`src/verilog/bss_pkg.sv`:
```
// shared constants and types for the bit-synchronous serial channel
package bss_pkg;

  // character geometry
  localparam int          MAX_LEN      = 9;               // longest character in bits
  localparam int          TX_SR_W      = MAX_LEN + 1;     // shift stages plus the end marker
  localparam int          LEN_W        = 4;               // width of the character length setting
  localparam logic [3:0]  LEN_NINE     = 4'h9;            // nine-bit character setting
  localparam logic [8:0]  SYNC_CHAR    = 9'h096;          // sync character, stage 9 in the msb

  // host accumulator mapping: stage 1 sits on host bit 11, stage 9 on host bit 3
  localparam int          ACC_W        = 12;
  localparam int          HOST_DATA_MSB = 11;

  // line levels
  localparam logic        MARK_LEVEL   = 1'b1;            // idle line holds mark

  // timing
  localparam int          CLK_PERIOD_NS     = 10;
  localparam int          RX_XFER_DELAY_NS  = 1000;       // wait before buffer transfer
  // least time, so round up
  localparam int          RX_XFER_DELAY_CYC =
    (RX_XFER_DELAY_NS + CLK_PERIOD_NS - 1) / CLK_PERIOD_NS;
  localparam int          RX_TIMEOUT_NUM    = 3;          // timeout is 3/2 of a bit time
  localparam int          RX_TIMEOUT_DEN    = 2;
  localparam int          RX_BIT_NS_DEFAULT = 80;         // bit time of the receive clock

  // transmit modes
  typedef enum logic {
    TX_IDLE,
    TX_ACTIVE
  } bss_tx_mode_t;

endpackage

```
`src/verilog/bss_edge_sync.sv`:
```
// two-flop synchroniser for a pin, with a rising-edge pulse after it
`timescale 1ns/1ps
`default_nettype none

module bss_edge_sync (
  // clock and reset
  input  wire logic clk,
  input  wire logic reset,
  // pin side
  input  wire logic pinIn,
  // synchronised side
  output logic      level,
  output logic      rise
);
  import bss_pkg::*;

  // whole state of the synchroniser
  typedef struct packed {
    logic meta;   // first stage, read only by the second
    logic sync;   // safe level
    logic prev;   // level one cycle back, for the edge
  } bss_sync_state_t;

  bss_sync_state_t state_ff;   // registered state
  bss_sync_state_t nxt_state;  // next state

  // next state: plain shift through the three stages
  always_comb begin
    nxt_state      = state_ff;
    nxt_state.meta = pinIn;
    nxt_state.sync = state_ff.meta;
    nxt_state.prev = state_ff.sync;
  end

  // register the state; reset clears every stage
  always_ff @(posedge clk) begin
    if (reset) begin
      state_ff <= '0;
    end else begin
      state_ff <= nxt_state;
    end
  end

  // outputs never look at the first stage
  assign level = state_ff.sync;
  assign rise  = state_ff.sync & ~state_ff.prev;

endmodule

`default_nettype wire

```
`src/verilog/bss_channel.sv`:
```
// bit-synchronous serial channel: host instruction side, transmit and receive logic
//
// What this block does
// host load overwrites transmit holding buffer
// data line 1 is host bit 11, descending
// shift length follows char length; drive when active
// buffer to shift register sets end marker
// shift toward stage 1, zero into end
// flag sync character during each host load
// last bit when stages 3..9 and end zero
// last bit true after clear, end at 2
// receive clock shifts data into top stage
// sync detect, next shift arms receiver
// arming clears register, sentinel into input stage
// sentinel out, wait 1 us, buffer, flag
// each transfer inserts a fresh sentinel
// unread buffer overwritten, assembly continues
// read places buffer on host, clears flag
// skip only when receive flag clear
// shift restarts timer; timeout at 1.5 bits
// timeout ignored before sync, else disarms
// timeout sets end flag; skip and clear
// clear-active instruction disarms receiver
// power clear idles status flip-flops
// nine-bit sync 010010110, seen shifted once
// received characters arrive lsb first
// loading a sync character starts transmission
// after last bit reload buffer, request next
// serial clocks become single-cycle shift enables
`timescale 1ns/1ps
`default_nettype none

module bss_channel #(
  parameter int RX_BIT_NS = bss_pkg::RX_BIT_NS_DEFAULT  // receive bit time in ns
) (
  // clock and reset
  input  wire logic                       clk,
  input  wire logic                       reset,
  // host instruction strobes, one cycle each
  input  wire logic                       powerClear,
  input  wire logic                       loadTxCharInstr,
  input  wire logic                       readRxBufInstr,
  input  wire logic                       skipRxFlagInstr,
  input  wire logic                       skipRxEndInstr,
  input  wire logic                       clearRxEndInstr,
  input  wire logic                       clearRxActiveInstr,
  // host data
  input  wire logic [bss_pkg::ACC_W-1:0]  hostAccBus,
  output logic      [bss_pkg::ACC_W-1:0]  hostInLines,
  output logic                            hostInValid,
  output logic                            hostSkip,
  // interrupt requests
  output logic                            rxIrqReq,
  output logic                            txIrqReq,
  // character length setting, 2 to 9
  input  wire logic [bss_pkg::LEN_W-1:0]  charLen,
  // data set
  input  wire logic                       txSerialClk,
  input  wire logic                       rxSerialClk,
  input  wire logic                       rxSerialData,
  output logic                            txSerialData,
  // status
  output logic                            txSyncSeen,
  output logic                            txLastBit,
  output logic                            rxArmed
);
  import bss_pkg::*;

  // receive timeout in cycles: longest time, so round down, never below one
  localparam int RX_TIMEOUT_RAW =
    (RX_BIT_NS * RX_TIMEOUT_NUM) / (RX_TIMEOUT_DEN * CLK_PERIOD_NS);
  localparam int RX_TIMEOUT_CYC = (RX_TIMEOUT_RAW < 1) ? 1 : RX_TIMEOUT_RAW;
  localparam int IDLE_CNT_W     = $clog2(RX_TIMEOUT_CYC + 1);
  localparam int XFER_CNT_W     = $clog2(RX_XFER_DELAY_CYC + 1);
  localparam logic [IDLE_CNT_W-1:0] IDLE_LAST = IDLE_CNT_W'(RX_TIMEOUT_CYC - 1);
  localparam logic [XFER_CNT_W-1:0] XFER_LAST = XFER_CNT_W'(RX_XFER_DELAY_CYC - 1);

  // whole state of the channel
  typedef struct packed {
    // transmit side
    logic [MAX_LEN-1:0]    txHoldBuf;      // parallel character from the host
    logic                  txCharPending;  // holding buffer has a fresh character
    logic                  txFlag;         // new character requested
    logic                  txSyncSeen;     // sync decoded on the last load, one cycle
    bss_tx_mode_t          txMode;         // idle or sending
    logic [TX_SR_W-1:0]    txShiftReg;     // bit 0 is stage 1, end marker above the char
    logic                  txDataOut;      // serial output line
    // receive side
    logic [MAX_LEN-1:0]    rxShiftReg;     // bit 0 is stage 1
    logic [MAX_LEN-1:0]    rxHoldBuf;      // character for the host
    logic [MAX_LEN-1:0]    rxPendChar;     // character waiting out the transfer delay
    logic                  rxArmed;        // receive active
    logic                  rxSyncOnce;     // a sync has been seen since the last timeout
    logic                  rxCharFlag;     // character ready
    logic                  rxStopFlag;     // receive clock has stopped
    logic                  rxXferBusy;     // transfer delay running
    logic [XFER_CNT_W-1:0] rxXferCnt;      // transfer delay count
    logic                  rxTimerRun;     // receive-in-progress timer running
    logic [IDLE_CNT_W-1:0] rxIdleCnt;      // cycles since the last receive shift
  } bss_state_t;

  bss_state_t           state_ff;      // registered state
  bss_state_t           nxt_state;     // next state
  logic                 txShiftPulse;  // one cycle per transmit clock rising edge
  logic                 rxShiftPulse;  // one cycle per receive clock rising edge
  logic                 rxDataSync;    // received bit, aligned with its clock
  logic [MAX_LEN-1:0]   hostOutLines;  // host accumulator bits in stage order
  logic [MAX_LEN-1:0]   lenMask;       // stages in use for this length
  logic [TX_SR_W-1:0]   endMarker;     // end marker just above the character
  logic [TX_SR_W-1:0]   lastBitMask;   // stages 3 up to the end marker
  logic [MAX_LEN-1:0]   rxSentinel;    // lone 1 in the input stage
  logic [MAX_LEN-1:0]   rxShifted;     // receive register after one shift
  logic                 txSyncMatch;   // host lines hold a sync character
  logic                 rxSyncDet;     // receive register holds sync, shifted once
  logic                 lastBit;       // transmit character fully sent

  // serial clock enables
  bss_edge_sync txClkSync (
    .clk   (clk),
    .reset (reset),
    .pinIn (txSerialClk),
    .level (),
    .rise  (txShiftPulse)
  );

  // receive clock enable
  bss_edge_sync rxClkSync (
    .clk   (clk),
    .reset (reset),
    .pinIn (rxSerialClk),
    .level (),
    .rise  (rxShiftPulse)
  );

  // data goes through the same depth as its clock, so both line up
  bss_edge_sync rxDataSyncInst (
    .clk   (clk),
    .reset (reset),
    .pinIn (rxSerialData),
    .level (rxDataSync),
    .rise  ()
  );

  // decoders and masks shared by both directions
  always_comb begin
    // host bit mapping
    for (int i = 0; i < MAX_LEN; i++) begin
      hostOutLines[i] = hostAccBus[HOST_DATA_MSB - i];
    end
    lenMask     = MAX_LEN'((TX_SR_W'(1) << charLen) - TX_SR_W'(1));
    endMarker   = TX_SR_W'(1) << charLen;
    rxSentinel  = MAX_LEN'(endMarker >> 1);
    // last bit decode, stages 3 and up through the end marker
    lastBitMask = ((endMarker << 1) - TX_SR_W'(1)) & ~TX_SR_W'(3);
    lastBit     = ~|(state_ff.txShiftReg & lastBitMask);
    // sync decode of the character being loaded, low stages only
    txSyncMatch = ((hostOutLines ^ SYNC_CHAR) & lenMask) == '0;
    // receive decoder looks for the sync one place shifted
    rxSyncDet   = ((state_ff.rxShiftReg ^ MAX_LEN'(SYNC_CHAR << 1)) & lenMask) == '0;
    // new bit into the input stage, R23 so the lsb ends in stage 1
    rxShifted   = (state_ff.rxShiftReg >> 1) | (rxDataSync ? rxSentinel : '0);
  end

  // next-state logic: host flag clears come first, so a set in the same cycle wins; the load follows the transmit edge; power clear comes last and wins
  always_comb begin
    nxt_state            = state_ff;
    nxt_state.txSyncSeen = 1'b0;

    // reading the buffer clears the character flag
    if (readRxBufInstr) begin
      nxt_state.rxCharFlag = 1'b0;
    end
    // end flag cleared by the host
    if (clearRxEndInstr) begin
      nxt_state.rxStopFlag = 1'b0;
    end
    // host disarms the receiver
    if (clearRxActiveInstr) begin
      nxt_state.rxArmed = 1'b0;
    end

    // transmit clock edge while sending
    if (txShiftPulse && state_ff.txMode == TX_ACTIVE) begin
      if (lastBit) begin
        if (state_ff.txCharPending) begin
          // reload from the buffer and ask for the next
          // end marker set on the reload
          nxt_state.txShiftReg    = TX_SR_W'(state_ff.txHoldBuf & lenMask) | endMarker;
          nxt_state.txCharPending = 1'b0;
          nxt_state.txFlag        = 1'b1;
        end else begin
          // host was late: message ends, line goes back to mark
          nxt_state.txMode = TX_IDLE;
        end
      end else begin
        // shift toward stage 1, zero enters from the top
        nxt_state.txShiftReg = state_ff.txShiftReg >> 1;
      end
    end

    // host load of a transmit character; done after the edge so it is not lost
    if (loadTxCharInstr) begin
      // straight overwrite, no clear first
      nxt_state.txHoldBuf     = hostOutLines;
      nxt_state.txCharPending = 1'b1;
      nxt_state.txFlag        = 1'b0;
      // sync indication during the load
      nxt_state.txSyncSeen    = txSyncMatch;
      if (nxt_state.txMode == TX_IDLE && txSyncMatch) begin
        // sync starts a transmission
        nxt_state.txMode     = TX_ACTIVE;
        // cleared register reads as last bit sent
        nxt_state.txShiftReg = '0;
      end
    end

    // drive stage 1 only while sending, mark otherwise
    nxt_state.txDataOut = (nxt_state.txMode == TX_ACTIVE) ?
                          nxt_state.txShiftReg[0] : MARK_LEVEL;

    if (rxShiftPulse) begin
      // every shift restarts the receive-in-progress timer
      nxt_state.rxIdleCnt  = '0;
      nxt_state.rxTimerRun = 1'b1;
      if (!state_ff.rxArmed && rxSyncDet) begin
        // shift after sync arms the receiver
        nxt_state.rxArmed    = 1'b1;
        nxt_state.rxSyncOnce = 1'b1;
        // wipe the sync, sentinel into the input stage
        nxt_state.rxShiftReg = rxSentinel;
      end else if (state_ff.rxArmed && state_ff.rxShiftReg[0]) begin
        // sentinel leaves stage 1: character complete, start the delay
        // the character is saved now, since shifting goes on during the delay
        nxt_state.rxPendChar = rxShifted;
        nxt_state.rxXferBusy = 1'b1;
        nxt_state.rxXferCnt  = '0;
        // fresh sentinel, lower stages cleared so stage 1 only sees it
        nxt_state.rxShiftReg = rxSentinel;
      end else begin
        nxt_state.rxShiftReg = rxShifted;
      end
    end else if (state_ff.rxTimerRun) begin
      if (state_ff.rxIdleCnt == IDLE_LAST) begin
        nxt_state.rxTimerRun = 1'b0;
        // timeout only counts once a sync has been seen
        if (state_ff.rxSyncOnce) begin
          nxt_state.rxArmed    = 1'b0;
          nxt_state.rxSyncOnce = 1'b0;
          // timeout raises the end flag
          nxt_state.rxStopFlag = 1'b1;
        end
      end else begin
        nxt_state.rxIdleCnt = state_ff.rxIdleCnt + IDLE_CNT_W'(1);
      end
    end

    // transfer delay; a new completion during it simply restarts it
    if (state_ff.rxXferBusy && !(rxShiftPulse && nxt_state.rxXferCnt == '0 &&
                                 nxt_state.rxXferBusy && state_ff.rxShiftReg[0] &&
                                 state_ff.rxArmed)) begin
      if (state_ff.rxXferCnt == XFER_LAST) begin
        // overwrite whatever the host left unread
        // buffer the character and raise the flag
        nxt_state.rxHoldBuf  = state_ff.rxPendChar;
        nxt_state.rxCharFlag = 1'b1;
        nxt_state.rxXferBusy = 1'b0;
      end else begin
        nxt_state.rxXferCnt = state_ff.rxXferCnt + XFER_CNT_W'(1);
      end
    end

    // power clear idles status and control; data registers other than the transmit shift register keep their contents
    if (powerClear) begin
      nxt_state.rxArmed       = 1'b0;
      nxt_state.rxSyncOnce    = 1'b0;
      nxt_state.rxCharFlag    = 1'b0;
      nxt_state.rxStopFlag    = 1'b0;
      nxt_state.rxXferBusy    = 1'b0;
      nxt_state.rxTimerRun    = 1'b0;
      nxt_state.txMode        = TX_IDLE;
      nxt_state.txCharPending = 1'b0;
      nxt_state.txFlag        = 1'b0;
      nxt_state.txShiftReg    = '0;
      nxt_state.txDataOut     = MARK_LEVEL;
    end
  end

  // register the whole state; line idles at mark from reset
  always_ff @(posedge clk) begin
    if (reset) begin
      state_ff           <= '0;
      state_ff.txDataOut <= MARK_LEVEL;
    end else begin
      state_ff <= nxt_state;
    end
  end

  // host read lines always show the buffer; valid marks the read cycle
  always_comb begin
    hostInLines = '0;
    // buffer onto the host input lines, stage 1 on bit 11
    for (int i = 0; i < MAX_LEN; i++) begin
      hostInLines[HOST_DATA_MSB - i] = state_ff.rxHoldBuf[i];
    end
  end

  assign hostInValid  = readRxBufInstr;
  // skip only while the tested flag is clear
  assign hostSkip     = (skipRxFlagInstr & ~state_ff.rxCharFlag) |
                        (skipRxEndInstr & ~state_ff.rxStopFlag);
  assign rxIrqReq     = state_ff.rxCharFlag | state_ff.rxStopFlag;
  assign txIrqReq     = state_ff.txFlag;
  assign txSerialData = state_ff.txDataOut;
  assign txSyncSeen   = state_ff.txSyncSeen;
  assign txLastBit    = lastBit;
  assign rxArmed      = state_ff.rxArmed;

endmodule

`default_nettype wire

```
`config.mk`:
```
export PLATFORM = sky130hd
export DESIGN_NAME = bss_channel
export DESIGN_NICKNAME = d
export VERILOG_FILES = /design/src/verilog/bss_pkg.sv /design/src/verilog/bss_edge_sync.sv /design/src/verilog/bss_channel.sv
export SDC_FILE = /design/constraint.sdc
export NUM_CORES = 1
export LEC_CHECK = 0
export ABC_AREA = 1
export BUFFER_PORTS_ARGS = -buffer_cell sky130_fd_sc_hd__buf_2
export CAP_MARGIN = 10
export CORE_MARGIN = 2
export CORE_UTILIZATION = 50
export CTS_CLUSTER_DIAMETER = 150
export CTS_CLUSTER_SIZE = 10
export DETAILED_ROUTE_END_ITERATION = 10
export GPL_ROUTABILITY_DRIVEN = 0
export PLACE_DENSITY_LB_ADDON = 0.05
export SLEW_MARGIN = 25
export SYNTH_ARGS = -nofsm -noshare
export SYNTH_HDL_FRONTEND = slang
export SYNTH_SLANG_ARGS = --single-unit
```
`constraint.sdc`:
```
create_clock -name clk -period 7.2 [get_ports clk]
set_input_delay 1.8 -clock clk [delete_from_list [all_inputs] [get_ports clk]]
set_output_delay 1.8 -clock clk [all_outputs]
set_load 0.02 [all_outputs]
```
==> results.md <==
- Power Density: about 200 nW/µm²
- Routed WL: roughly 9000 µm
- Clock power frac: 0.404
- Die W: 90.99 µm
- Final Total Pwr: 0.8271 mW
- Post-route ant nets: 0
- Setup violations, final: 0
- Critical Path End: txLastBit
- Worst reg2reg setup slack: roughly 5.2 ns
- CP Capture Type: output port
- Max-cap check violation count: 0
- N_diodes: 0
- Sequential cell area fraction in the yosys report: 0.4021
- Seq cells post-synth: 76
- Clk_lat worst skew: 0.35 ns
- Gate power share: 0.076
- Critical path startpoint category: input port
- Die extent in y: approximately 91 µm
- Routed len/inst: 12.95 µm
- Crit path DAT: 3.77 ns
- Vias in the first global route: 3373
- Area growth from synthesis to layout: 10.22%
- Synth area leaders: dfxtp_1 (40%), nand2_1 (12%), nor2_1 (9.5%)
- First-pass GRT wire length: 15350 µm
- Worst path max stage delay: approximately 0.36 ns
- Clock transition at the registers of the reported paths: 0.07 ns
- 1st-pass router iterations: 5
- Die area: 8279 µm²
- Syn Inst Count: 562
- Worst rel slew slack: 0.4219
- Core area: 7292 µm²
- Number of port buffers: 41
- Hold_ws: 0.4029 ns
- Most frequent cells in the layout: nand2_1 (117), nor2_1 (96), dfxtp_1 (76), inv_1 (67), nand3_1 (46)
- Power share of the sequential group: 0.520
- Most common cell after layout, fill and taps aside: nand2_1
- Worst R2R Path Depth: 10
- Net switching power: between 0.2 and 0.25 mW
- Yosys top cell area share: 0.4021
- First DRT Iteration DRCs: 219
- Min Tclk post-route: roughly 5.6 ns
- Hold_buf cts: 0
- Root Driver: clkbuf_8
- Final Hold Fails: 0
- CTS tree: done
- Final Net Count: 623
- Largest net degree at the start of global routing: 28
- Antenna violations before repair: 0
- Max clock buf depth: 2
- Crit Path Class: in2out
- Req. time, crit path: 5.40 ns
- Post-CTS Repair Setup Buffers: 0
- Critical path, cell by cell: buf_2, nor2_4, nand2_1, ha_1, inv_1, nand2_1, nand3_1, nor2_1, nand3_1, nor2_2, buf_2
- Worst path slowest cell: nor2_2
- Final Cycle Share: 0.7734
- Net Sw Frac: 0.2477
- Synth warnings: 0
- Slew Viols, Final: 0
- Met1 Use GR: 0.3009
- Crit Path Max Fanout: 11
- CP startpoint: charLen[2]
- Vias/cell: 5.082
- # H-tree levels: 3
- Global Route met3 Usage: 0.04730
- Grt ovf: 0
- Worst-case clock skew: 0.008847 ns
- Setup TNS: 0 ns
- Share of layout cells above drive strength 1: 0.1426
- Worst slew pin tran: 0.8640 ns
- Vias: 3532
- P_leak: 1.905 nW
- M2 GR Usage: 0.3642
- VDD IR max: between 0.0001 and 0.00015 V
- Hold WC Path Type: reg2reg
- Top Usage Layer GRT: met2
- Crit Reg-Reg Endpoint: hostInLines[10]$_SDFFE_PP0P_
- Synthesized area per cell: between 6 and 7 µm²
- Internal Power: 0.6222 mW
- Run status: finished, final reports clean
- Post_cts resized: 0
- # clock sinks: 76
- Post-DP HPWL: roughly 6700 µm
- Total track usage: 0.2266
- Syn Std Cell Area: 3784 µm²
- Cell row count: 31
- Leading area contributor after synthesis: dfxtp_1
- Starting Density: 0.5189
- Synth unique cells: 37
- RSZ-0062 raised after global routing: false
- DRC: 0
- FMAX: 179.6 MHz
- Num CTS Buffers: 9
- Reg-to-Reg Start: rxClkSync.level$_SDFF_PP0_
- Io pins: 48
## cells by family after synthesis
family,after synthesis,synth area share
AO/OA/AOI/OAI,86,0.1310
flip-flops,76,0.4021
AND/OR/NAND/NOR,292,0.3307
XOR/XNOR,4,0.009261
adder cells (fa/ha/maj),3,0.009922
other,1,0.0009911
buffers and inverters,100,0.1161
## final cells by class
| type | count | area [µm²] |
|---|---|---|
| clock buffers | 11 | 151.4 |
| multi-input cells | 388 | 1831 |
| inverters | 75 | 281.5 |
| flip-flops and latches | 76 | 1521 |
| clock inverters | 4 | 48.80 |
| fillers | 800 | 3122 |
| repair buffers | 42 | 212.7 |
| well taps | 99 | 123.9 |
## Yosys cell counts, drive strengths merged
| master | count |
|---|---|
| nand2 | 127 |
| nor2 | 104 |
| dfxtp | 76 |
| inv | 71 |
| nand3 | 47 |
| o21ai | 38 |
| a21oi | 24 |
| buf | 18 |
| o211ai | 8 |
| clkbuf | 7 |
| a22oi | 5 |
| nor3 | 5 |
| o21bai | 5 |
| clkinv | 4 |
| or2 | 4 |
| ha | 3 |
| xor2 | 3 |
| a221oi | 2 |
| nand3b | 2 |
| nand4 | 2 |
| a22o | 1 |
| a31oi | 1 |
| conb | 1 |
| nor4 | 1 |
| o21a | 1 |
| o22ai | 1 |
| xnor2 | 1 |
## worst min path at each step
stage / from / end / slack (ns) / cells past startpoint
3_3_place_gp: rxClkSync.nxt_state[1]$_SDFF_PP0_ / rxClkSync.level$_SDFF_PP0_ / 0.39 / 2
6_report: rxDataSyncInst.nxt_state[1]$_SDFF_PP0_ / rxDataSyncInst.level$_SDFF_PP0_ / 0.40 / 2
4_1_cts: rxDataSyncInst.nxt_state[1]$_SDFF_PP0_ / rxDataSyncInst.level$_SDFF_PP0_ / 0.40 / 2
3_5_place_dp: rxDataSyncInst.nxt_state[1]$_SDFF_PP0_ / rxDataSyncInst.level$_SDFF_PP0_ / 0.39 / 2
2_1_floorplan: rxClkSync.nxt_state[1]$_SDFF_PP0_ / rxClkSync.level$_SDFF_PP0_ / 0.39 / 2
5_1_grt: rxDataSyncInst.nxt_state[1]$_SDFF_PP0_ / rxDataSyncInst.level$_SDFF_PP0_ / 0.42 / 2
## power groups by stage
stage	clock network (mW)	logic (mW)	registers, mW
after CTS	0.343	0.0623	0.430
after detailed placement	0	0.0619	0.440
after global routing	0.358	0.0710	0.431
final	0.334	0.0629	0.430
after floorplan	0	0.0430	0.438
after global placement	0	0.0610	0.440
## through the flow
step	instances	cell area (µm²)	util	setup slack, ns
floorplan	564	3791	-	2.389
global placement	680	3970	0.5444	1.696
detailed placement	680	3970	0.5444	1.638
CTS	695	4170	0.5719	1.639
global route	695	4170	0.5719	1.398
finish	695	4170	0.5719	1.631
## metal layers
metal,part of all wire,routed length (µm)
met1,0.47,4267
met2,0.46,4158
met3,0.048,429
met4,0.016,144
met5,0,0
## flip-flops by register name, indices dropped and copies added (netlist names)
register                  cells
rxDataSyncInst.nxt_state      1
txIrqReq                      1
state_ff                     55
rxDataSyncInst.level          1
txClkSync.level               1
txClkSync.nxt_state           1
txSyncSeen                    1
rxClkSync.level               1
rxArmed                       1
rxClkSync.state_ff            1
txClkSync.state_ff            1
rxClkSync.nxt_state           1
hostInLines                   9
txSerialData                  1
## worst max-delay path: cells and delay by family
kind / cells / cell delay, ns
AND/OR/NAND/NOR: 7 / 1.15
buffers and inverters: 3 / 0.49
adder cells (fa/ha/maj): 1 / 0.33
No activity file was read; power rests on OpenSTA's default activity.
